## src/hpsi_defines.vh

```
// Purpose: Constants for the host port stream interface.
// Assumes: Core clock of 100 MHz.
// Notes: Times are given in their own unit with derived cycle counts.
`ifndef HPSI_DEFINES_VH
`define HPSI_DEFINES_VH
`define HPSI_IDLE_BYTE 8'hFF
`define HPSI_IDLE_RUN 6'd50
`define HPSI_CLK_MHZ 100
`define HPSI_IDLE_TIMEOUT_MS 2000
`define HPSI_IDLE_TIMEOUT_CYC (`HPSI_IDLE_TIMEOUT_MS * 1000 * `HPSI_CLK_MHZ)
`define HPSI_EXT_LIMIT_BYTES 13'd4096
`define HPSI_TXP_TAIL_BYTES 5'd16
`define HPSI_SEL_SPI 1'b0
`define HPSI_BIT_LAST 3'h7
`define HPSI_SYNC_IDLE 5'h1D
`define HPSI_STRAP_SETTLE 3'd4
`endif

```

## src/hpsi_top.v

```verilog
// Purpose: Serial host port front end with SPI slave stream, pin routing and tx pending pin.
// Assumes: SPI mode 0, MSB first, active low chip select; pins sampled by core clock.
// Notes: Message bytes enter by a valid/ready byte port and leave by a valid-only byte port.
// Functional notes
// - MISO carries stream bytes, 0xFF when none.
// - Parser suspends after fifty consecutive 0xFF bytes.
// - First non-0xFF byte resumes parser, is processed.
// - Empty transmit queue gives all-ones MISO.
// - Every byte in pairs with one out.
// - Writes are only message stream bytes.
// - Strap routes shared pins: SPI or UART/I2C.
// - Pending pin active at threshold, polarity configurable.
// - Up to sixteen bytes may remain after deassert.
// - Pending indication disabled after reset until configured.
// - Invalid or used pin ignores only indicator.
// - Rejected indicator reads back disabled, all zero.
// - No transfer for two seconds idles port.
// - Extended timeout defers idling until 4 kB backlog.
// - Low recovery boot pin at power-up enters recovery.
// - Recovery mode: only UART, I2C, SPI usable.
// - SPI port is slave only.
`timescale 1ns/1ns
`include "hpsi_defines.vh"
module hpsi_top #(
	parameter integer IDLE_TIMEOUT_CYC = `HPSI_IDLE_TIMEOUT_CYC,
	parameter integer CNT_W            = 13,
	parameter integer PIN_W            = 4
) (
	input  wire             i_core_clk,
	input  wire             i_rst_b,
	input  wire             i_ce,
	input  wire             i_port_sel_pin,
	input  wire             i_recovery_boot_pin_b,
	input  wire             i_pin20,
	input  wire             i_pin21,
	input  wire             i_pin18,
	input  wire             i_pin19,
	output reg              o_pin20,
	output reg              o_pin20_oe,
	output reg              o_pin18,
	output reg              o_pin18_oe,
	input  wire             i_uart_tx,
	output reg              o_uart_rx,
	input  wire             i_i2c_sda,
	input  wire             i_i2c_sda_oe,
	output reg              o_i2c_sda,
	output reg              o_i2c_scl,
	input  wire [7:0]       i_tx_data,
	input  wire             i_tx_valid,
	output reg              o_tx_ready,
	output reg  [7:0]       o_rx_data,
	output reg              o_rx_valid,
	output reg              o_parser_active,
	input  wire [CNT_W-1:0] i_tx_pending,
	input  wire             i_txp_cfg_wr,
	input  wire             i_txp_cfg_en,
	input  wire             i_txp_cfg_pol,
	input  wire [PIN_W-1:0] i_txp_cfg_pin,
	input  wire [CNT_W-1:0] i_txp_cfg_thr,
	input  wire             i_txp_pin_valid,
	input  wire             i_txp_pin_used,
	output reg              o_txp_rb_en,
	output reg              o_txp_rb_pol,
	output reg  [PIN_W-1:0] o_txp_rb_pin,
	output reg  [CNT_W-1:0] o_txp_rb_thr,
	output reg              o_tx_pending_pin,
	input  wire             i_ext_timeout_en,
	input  wire [CNT_W-1:0] i_undelivered,
	output reg              o_port_idle,
	output reg              o_recovery_mode,
	output reg              o_usb_enable,
	output reg              o_positioning_en,
	output reg              o_strap_spi
);

	// Pad inputs in synchroniser order: strap, select, chip select, clock, data.
	localparam integer            SYNC_N    = 5;
	localparam [SYNC_N-1:0]       SYNC_IDLE = `HPSI_SYNC_IDLE;

	// Byte engine state.
	reg  [2:0]        bit_q;
	reg  [7:0]        rx_sh_q;
	reg  [7:0]        tx_sh_q;
	reg  [5:0]        ff_run_q;

	// Idle timeout and boot strap state.
	reg  [31:0]       idle_cnt_q;
	reg               strap_done_q;
	reg  [2:0]        settle_q;
	reg               rec_q;

	// Raw and synchronised pad levels and their next values.
	wire [SYNC_N-1:0] pin_raw;
	wire [SYNC_N-1:0] pin_next;
	wire [SYNC_N-1:0] pin_sync;
	wire              sel_q;
	wire              cs_b_q;
	wire              sclk_q;
	wire              mosi_q;

	function agree;
		input [2:0] s;
		input       prev;
		begin
			agree = (s[1] == s[2]) ? s[2] : prev;
		end
	endfunction

	assign pin_raw = {i_recovery_boot_pin_b, i_port_sel_pin, i_pin18, i_pin19, i_pin21};
	assign sel_q   = pin_sync[3];
	assign cs_b_q  = pin_sync[2];
	assign sclk_q  = pin_sync[1];
	assign mosi_q  = pin_sync[0];

	wire spi_mode = (sel_q == `HPSI_SEL_SPI);
	wire cs_act   = spi_mode & ~cs_b_q;
	wire sclk_n   = pin_next[1];
	wire rise     = cs_act & sclk_n & ~sclk_q;
	wire fall     = cs_act & ~sclk_n & sclk_q;
	wire [7:0] rx_byte = {rx_sh_q[6:0], mosi_q};
	wire byte_end = rise & (bit_q == `HPSI_BIT_LAST);

	// Pin synchronisers: stage 0 feeds stage 1 only; 1 and 2 agree.
	// Reset levels match the idle pads, so no false clock edge follows reset.
	genvar g;
	generate
		for (g = 0; g < SYNC_N; g = g + 1) begin : g_sync
			reg [2:0] stg_q;
			reg       lvl_q;
			assign pin_next[g] = agree(stg_q, lvl_q);
			assign pin_sync[g] = lvl_q;
			always @(posedge i_core_clk or negedge i_rst_b) begin
				if (!i_rst_b) begin
					stg_q <= {3{SYNC_IDLE[g]}};
					lvl_q <= SYNC_IDLE[g];
				end else if (i_ce) begin
					stg_q <= {stg_q[1:0], pin_raw[g]};
					lvl_q <= pin_next[g];
				end
			end
		end
	endgenerate

	// SPI byte engine, shift register and parser gate.
	always @(posedge i_core_clk or negedge i_rst_b) begin
		if (!i_rst_b) begin
			bit_q           <= 3'h0;
			rx_sh_q         <= 8'h00;
			tx_sh_q         <= `HPSI_IDLE_BYTE;
			ff_run_q        <= 6'h00;
			o_rx_data       <= 8'h00;
			o_rx_valid      <= 1'b0;
			o_tx_ready      <= 1'b0;
			o_parser_active <= 1'b1;
		end else if (i_ce) begin
			o_rx_valid <= 1'b0;
			o_tx_ready <= 1'b0;
			if (!cs_act) begin
				bit_q <= 3'h0;
				// Load next byte while deselected; empty queue yields 0xFF.
				tx_sh_q <= i_tx_valid ? i_tx_data : `HPSI_IDLE_BYTE;
			end else if (rise) begin
				rx_sh_q <= rx_byte;
				bit_q   <= bit_q + 3'h1;
			end else if (fall && bit_q != 3'h0) begin
				// The fall after the last rise keeps the freshly loaded byte.
				tx_sh_q <= {tx_sh_q[6:0], 1'b1};
			end
			if (byte_end) begin
				// A byte in always pairs with a byte out.
				o_tx_ready <= i_tx_valid;
				tx_sh_q    <= i_tx_valid ? i_tx_data : `HPSI_IDLE_BYTE;
				if (rx_byte == `HPSI_IDLE_BYTE) begin
					if (ff_run_q != `HPSI_IDLE_RUN)
						ff_run_q <= ff_run_q + 6'h1;
					if (ff_run_q + 6'h1 >= `HPSI_IDLE_RUN)
						o_parser_active <= 1'b0;
					else
						o_rx_valid <= o_parser_active;
				end else begin
					ff_run_q        <= 6'h00;
					o_parser_active <= 1'b1;
					o_rx_valid      <= 1'b1;
				end
				o_rx_data <= rx_byte;
			end
		end
	end

	// Shared pin routing by strap; every pad output is registered.
	always @(posedge i_core_clk or negedge i_rst_b) begin
		if (!i_rst_b) begin
			o_pin20    <= 1'b1;
			o_pin20_oe <= 1'b0;
			o_pin18    <= 1'b1;
			o_pin18_oe <= 1'b0;
			o_uart_rx  <= 1'b1;
			o_i2c_sda  <= 1'b1;
			o_i2c_scl  <= 1'b1;
		end else if (i_ce) begin
			o_pin20    <= spi_mode ? tx_sh_q[7] : i_uart_tx;
			o_pin20_oe <= spi_mode ? cs_act : 1'b1;
			o_pin18    <= 1'b0;
			o_pin18_oe <= ~spi_mode & i_i2c_sda_oe & ~i_i2c_sda;
			o_uart_rx  <= spi_mode ? 1'b1 : mosi_q;
			o_i2c_sda  <= spi_mode ? 1'b1 : cs_b_q;
			o_i2c_scl  <= spi_mode ? 1'b1 : sclk_q;
		end
	end

	// Transmit pending configuration and indicator.
	always @(posedge i_core_clk or negedge i_rst_b) begin
		if (!i_rst_b) begin
			o_txp_rb_en      <= 1'b0;
			o_txp_rb_pol     <= 1'b0;
			o_txp_rb_pin     <= {PIN_W{1'b0}};
			o_txp_rb_thr     <= {CNT_W{1'b0}};
			o_tx_pending_pin <= 1'b0;
		end else if (i_ce) begin
			if (i_txp_cfg_wr) begin
				if (i_txp_pin_valid && !i_txp_pin_used) begin
					o_txp_rb_en  <= i_txp_cfg_en;
					o_txp_rb_pol <= i_txp_cfg_pol;
					o_txp_rb_pin <= i_txp_cfg_pin;
					o_txp_rb_thr <= i_txp_cfg_thr;
				end else begin
					o_txp_rb_en  <= 1'b0;
					o_txp_rb_pol <= 1'b0;
					o_txp_rb_pin <= {PIN_W{1'b0}};
					o_txp_rb_thr <= {CNT_W{1'b0}};
				end
			end
			// Active from threshold until the software queue drains.
			if (!o_txp_rb_en)
				o_tx_pending_pin <= 1'b0;
			else if (i_tx_pending >= o_txp_rb_thr && i_tx_pending != {CNT_W{1'b0}})
				o_tx_pending_pin <= o_txp_rb_pol;
			else if (i_tx_pending == {CNT_W{1'b0}})
				o_tx_pending_pin <= ~o_txp_rb_pol;
		end
	end

	// Port idle timeout and recovery boot strap.
	always @(posedge i_core_clk or negedge i_rst_b) begin
		if (!i_rst_b) begin
			idle_cnt_q       <= 32'h0;
			o_port_idle      <= 1'b0;
			strap_done_q     <= 1'b0;
			settle_q         <= 3'h0;
			rec_q            <= 1'b0;
			o_recovery_mode  <= 1'b0;
			o_usb_enable     <= 1'b0;
			o_positioning_en <= 1'b0;
			o_strap_spi      <= 1'b0;
		end else if (i_ce) begin
			if (byte_end) begin
				idle_cnt_q  <= 32'h0;
				o_port_idle <= 1'b0;
			end else if (idle_cnt_q >= IDLE_TIMEOUT_CYC - 1) begin
				if (!i_ext_timeout_en || i_undelivered >= `HPSI_EXT_LIMIT_BYTES)
					o_port_idle <= 1'b1;
			end else begin
				idle_cnt_q <= idle_cnt_q + 32'h1;
			end
			// The strap is taken once, after its synchroniser has settled.
			if (!strap_done_q) begin
				if (settle_q == `HPSI_STRAP_SETTLE) begin
					strap_done_q <= 1'b1;
					rec_q        <= ~pin_sync[4];
				end else begin
					settle_q <= settle_q + 3'h1;
				end
			end
			o_recovery_mode  <= rec_q;
			o_positioning_en <= strap_done_q & ~rec_q;
			o_usb_enable     <= strap_done_q & ~rec_q;
			o_strap_spi      <= spi_mode;
		end
	end

endmodule // hpsi_top

```

## config.mk

```make
export PLATFORM = sky130hd
export DESIGN_NAME = hpsi_top
export DESIGN_NICKNAME = d
export VERILOG_FILES = /design/src/hpsi_top.v
export VERILOG_INCLUDE_DIRS = /design/src
export SDC_FILE = /design/constraint.sdc
export NUM_CORES = 1
export LEC_CHECK = 0
export BUFFER_PORTS_ARGS = -buffer_cell sky130_fd_sc_hd__buf_2
export CAP_MARGIN = 20
export CORE_ASPECT_RATIO = 0.5
export CORE_UTILIZATION = 60
export DETAILED_ROUTE_END_ITERATION = 8
export PLACE_DENSITY_LB_ADDON = 0.2
export SYNTH_ARGS = -nofsm -noshare
export SYNTH_HDL_FRONTEND = slang
export SYNTH_SLANG_ARGS = --single-unit
```

## constraint.sdc

```tcl
create_clock -name i_core_clk -period 5.7 [get_ports i_core_clk]
set_input_delay 1.14 -clock i_core_clk [delete_from_list [all_inputs] [get_ports i_core_clk]]
set_output_delay 1.14 -clock i_core_clk [all_outputs]
set_load 0.02 [all_outputs]
```

==> results of run 1 <==
cells in the mapped netlist (2+ instances only):
cell,count,area (sq um)
ha_1,22,275
and2_1,6,37.5
o211ai_1,2,15.0
nor4b_4,2,47.6
nor2_1,44,165
and3_1,3,18.8
a21oi_1,30,150
xor2_1,10,87.6
o21ai_0,45,225
dfstp_2,30,788
or4_1,3,22.5
nand2b_1,4,25.0
nand2_1,66,248
inv_1,39,146
a31oi_1,8,50.1
nor2b_1,6,37.5
nor4_4,2,42.5
nand3_1,20,100
a21o_1,2,15.0
buf_4,2,15.0
a22o_1,23,201
xnor2_1,13,114
buf_1,2,7.51
mux2i_1,3,30.0
clkbuf_1,21,78.8
or4_4,2,22.5
nand3b_1,3,22.5
nor4_1,4,25.0
mux2_2,20,225
dfrtp_1,93,2330
nor3b_2,3,37.5
and4_1,2,17.5
nand4_1,13,81.3
nor3_1,14,70.1
layer usage:
metal / part of all wire / wire (um) / vias up
met2: 0.48 / 6010 / 124
li1: - / - / 2247
met3: 0.053 / 668 / 18
met4: 0.013 / 166 / 0
met5: 0 / 0 / -
met1: 0.45 / 5650 / 2257
registers in the layout, summed over array words and instances (netlist names), 4 cells and up:
| register | count |
|---|---|
| idle_cnt_q | 32 |
| o_txp_rb_thr | 13 |
| o_txp_rb_pin | 4 |
| g_sync.lvl_q | 4 |
| o_rx_data | 8 |
| ff_run_q | 6 |
| g_sync.stg_q | 15 |
| tx_sh_q | 8 |
| rx_sh_q | 7 |
worst max-delay path, cell delays in order:
cell and delay (ns):
buf_2 0.37, buf_4 0.36, and4_1 0.56, nand2_1 0.10, buf_4 0.24, nor2_1 0.36
o21ai_0 0.20, o21ai_0 0.19
logic make-up (layout without fill, tap and decap cells):
logic type | count (synthesis) | after routing
mux | 23 | 23
flops | 123 | 123
compound gates | 122 | 122
fa+ha+maj | 22 | 22
xor+xnor | 23 | 23
buf+inv | 65 | 177
simple gates | 206 | 206
through the flow:
stage	worst slack [ns]	utilization	power [mW]	cell area (sq um)	hold WS, ns
global route	2.22	0.751	2.71	7190	0.492
finish	2.50	0.751	2.58	7190	0.466
CTS	2.49	0.747	2.59	7150	0.469
global placement	2.21	0.689	1.55	6600	0.456
floorplan	3.22	-	1.43	6000	0.454
detailed placement	2.09	0.689	1.58	6600	0.457
where the power goes:
| group | internal (mW) | switching, mW |
|---|---|---|
| clock network | 0.620 | 0.388 |
| logic | 0.173 | 0.240 |
| registers | 1.05 | 0.109 |
| total | 1.84 | 0.737 |
final timing paths:
path,start,endpoint,slack [ns],cells past startpoint
setup / recovery,i_ce,ff_run_q[1],2.50,8
hold / removal,o_i2c_sda,o_i2c_sda,0.47,2
setup reg to reg,idle_cnt_q[12],idle_cnt_q[20],3.09,5
hold reg to reg,o_i2c_sda,o_i2c_sda,0.47,2
max in group asynchronous,i_rst_b,g_sync[0].lvl_q,3.97,3
min in group asynchronous,i_rst_b,o_txp_rb_thr[8],0.55,1
area by class of cell:
class                      count  area [sq um]
timing repair buffer         106           574
clock buffer                  21           460
inverter                      39           146
clock inverter                11          96.3
sequential                   123          3120
tap                          135           169
fill                         661          2380
multi-input combinational    396          2630
==> results.toml, run 1 <==
[timing]
hold_violations = 0
fmax_mhz = 313
rsz0062_at_grt = "no"
slew_headroom = 0.430
period_needed_ns = 3.20
setup_tns_ns = 0
worstMarginPinSlew_ns = 0.853
skew_ns = 0.00813
period_share = 0.561
final_max_slew_viol_count = 0
setup_viol = 0

[route]
drt_drc_violations_left = 0
ant_nets = 0
wl_um = 12500
avgRoutedWirePerCell_um = 15.0
drt_iter0_markers = 189
via_per_inst = 5.59
drt_pre_antenna_iters = 5
vias = 4646

[cells_and_area]
area_growth_pct = 19.8
layout_commonest_cell = "buf_2"
fin_cells = 831
layout_common_cells = "buf_2, dfrtp_1, nand2_1"
drive_above_1_share = 0.290
antenna_cells = 0
fin_nets = 775

[grt]
grt_pass1_vias = 4520
use_met1 = 0.345
grt_max_degree = 84
grt_overflow = 0
grt_pass1_wl_um = 21100
track_usage = 0.263
grt_busiest_layer = "met2"
met3_usage = 0.0610
met2_usage = 0.434
antenna_found_initial = 0

[pwr]
p_leak_nw = 3.43
p_per_area_nw_per_um2 = 359
irDropWorstVdd_uv = 239

[clocking]
clock-sinks = 123
cts_setup_buffers = 0
ctsHtreeMaxLevel = 4
cts_buffer_depth = 2
cts.reportedPaths.clkPinSlew_ns = 0.06
ctsHoldBuffers = 0
cts_buffers = 17
clk_latency_ns = 0.41
cts_tree = "done"
cts_root_buf = "clkbuf_16"
postCtsResizedCells = 0

[setup_path]
cp_data_arrival_time_ns = 3.52
critical_path_class = "in2reg"
critPathCaptureType = "register"
crit_required_ns = 6.03
crit_fanout = 27
cp-start-kind = "input port"

[yosys]
netlist_area_sq_um = 6000
synthAdderAreaFrac = 0.0459
syn_nets = 676
synth_edf_count = 0
synth_compound_gate_area_share = 0.130
ys_seq_area_frac = 0.519
postSynth.asyncResetShare = 1.00
synth_top_family_by_area = "simple AND/OR/NAND/NOR gates"
synthCells = 584
syn_area_per_cell_sq_um = 10.3
ys_types = 56
synth-xor-area-share = 0.0336
synthSimpleGateAreaFrac = 0.186
synth_flop_cell = "dfrtp_1"
synth.area.mux_share = 0.0425
ys_warn_count = 0
ys_ff_latch = 123

[die]
start_util = 0.627
core_area_sq_um = 9570
chipHeight_um = 72.7
dieArea_sq_um = 10400
io_pins = 113
die_w_um = 143
fp-row-count = 25

[place]
dp_hpwl_um = 8210
port-buffer-count = 99
place.gp.congestion = 0.851
place_inst = 797

[run_status]
outcome = "finished, final reports clean"

[hold_path]
min_path_type = "reg2reg"

[job]
max_cap_violations = 0
No activity file was read; power rests on OpenSTA's default activity.
==> run 2, diff against run 1 <==
CORE_UTILIZATION = 56   (was 60)
clock period = 3.2 ns   (was 5.7 ns; I/O delays follow)
==> results.toml, run 2 (synthesized netlist as in run 1, its figures left out) <==
[run_status]
outcome = "finished, final reports clean"

[route]
vias = 4607
ant_nets = 0
avgRoutedWirePerCell_um = 14.4
drt_drc_violations_left = 0
via_per_inst = 5.48
drt_pre_antenna_iters = 5
drt_iter0_markers = 193
wl_um = 12100

[timing]
skew_ns = 0.00720
fmax_mhz = 410
slew_headroom = 0.513
final_max_slew_viol_count = 0
worstMarginPinSlew_ns = 0.731
period_needed_ns = 2.44
period_share = 0.763
rsz0062_at_grt = "no"
setup_viol = 0
setup_tns_ns = 0
hold_violations = 0

[cells_and_area]
fin_util = 0.710
reg_top3 = "idle_cnt_q x32, g_sync.stg_q x15, o_txp_rb_thr x13"
fin_nets = 780
top_register = "idle_cnt_q"
antenna_cells = 0
layout_common_cells = "buf_2, dfrtp_1, nand2_1"
seq_area_sq_um = 3120
largest_reg_flops = 32
area_growth_pct = 21.9
layout_commonest_cell = "buf_2"
fillCellCount = 757
multiInputGateArea_sq_um = 2630
drive_above_1_share = 0.297

[die]
fp-row-count = 26
io_pins = 113
core_area_sq_um = 10300
start_util = 0.582
die_w_um = 148
dieArea_sq_um = 11200
chipHeight_um = 75.2

[clocking]
clock-sinks = 123
cts_tree = "done"
clk_latency_ns = 0.41
postCtsResizedCells = 0
cts_setup_buffers = 0
cts.reportedPaths.clkPinSlew_ns = 0.06
cts_buffers = 17
ctsHtreeMaxLevel = 4
ctsHoldBuffers = 0
cts_buffer_depth = 2
cts_root_buf = "clkbuf_16"

[grt]
grt_pass1_vias = 4363
antenna_found_initial = 0
grt_max_degree = 58
grt_overflow = 0
track_usage = 0.236
grt_pass1_wl_um = 20400

[setup_path]
r2r_start = "idle_cnt_q[28]"
critPathTopFamily = "simple AND/OR/NAND/NOR gates"
critPathCaptureType = "register"
r2r_cells = 6
slowest_stage = "nor4b_4"
cp_data_arrival_time_ns = 2.79
max_stage_delay_ns = 0.54
timing.rr.end = "idle_cnt_q[26]"
critical_path_class = "reg2reg"
path_buf_inv = 0
worstPathCellList = "nor4_1 > o311a_1 > nor4b_4 > nand2_2 > or4_1 > nand2_1"
cp.depth = 6
crit_fanout = 9
rrSetupSlack_ns = 0.76
crit_required_ns = 3.55
cp-start-kind = "register"
cp-startpoint = "idle_cnt_q[28]"

[place]
port-buffer-count = 99
dp_hpwl_um = 8210
place.gp.congestion = 0.814

[pwr]
p_per_area_nw_per_um2 = 667
combinationalPowerShare = 0.147
p_int_mw = 3.60
clkPwrFrac = 0.431
p_seq_frac = 0.422
switching_share = 0.263
p_leak_nw = 3.50
p_sw_mw = 1.29
irDropWorstVdd_uv = 436

[job]
max_cap_violations = 0

[hold_path]
min_path_type = "in2async"
## run 2: changes by cell type in the layout (fill, tap and decap cells not counted), sizes merged
cell    before  now
bufinv       1    5
clkbuf      21   20
buf        106  111
clkinv       8    5
## run 2: power by group through the flow
stage               Sequential [mW]  Combinational (mW)  Clock [mW]
finish                         2.06               0.718        2.11
global route                   2.10               0.819        2.20
CTS                            2.06               0.731        2.14
detailed placement             2.08               0.727           0
global placement               2.07               0.697           0
floorplan                      2.10               0.451           0
## run 2: worst register-to-register path, cell delays in order (launching register included)
cell,delay [ns]
dfrtp_1,0.38
nor4_1,0.39
o311a_1,0.34
nor4b_4,0.54
nand2_2,0.16
or4_1,0.49
nand2_1,0.08
## run 2: worst max-delay path by stage
stage / endpoint
4_1_cts: idle_cnt_q[26]
5_1_grt: idle_cnt_q[20]
2_1_floorplan: idle_cnt_q[26]
6_report: idle_cnt_q[26]
3_5_place_dp: ff_run_q[0]
3_3_place_gp: ff_run_q[0]
## run 2: area by class of cell
class                   count  area share
clock buffers              20      0.0624
clock inverters            12      0.0265
inverters                  39      0.0200
multi-input cells         396       0.359
flip-flops and latches    123       0.426
well taps                 140      0.0239
repair buffers            111      0.0821
## run 2: layer usage
layer	GRT usage	vias to the layer above	wire length [um]
met5	0	-	0
met4	0.0997	0	179
met3	0.0606	21	605
met2	0.394	88	5720
met1	0.301	2231	5580
li1	-	2267	-
## run 2: stage by stage
stage          setup slack [ns]  std cells  hold WS, ns  cell area, sq um  power (mW)
2_1_floorplan              1.12        584        0.344              6000        2.55
3_3_place_gp              0.719        809        0.456              6670        2.77
3_5_place_dp              0.700        809        0.458              6670        2.81
4_1_cts                   0.753        841        0.305              7320        4.93
5_1_grt                   0.608        841        0.340              7320        5.12
6_report                  0.760        841        0.276              7320        4.88
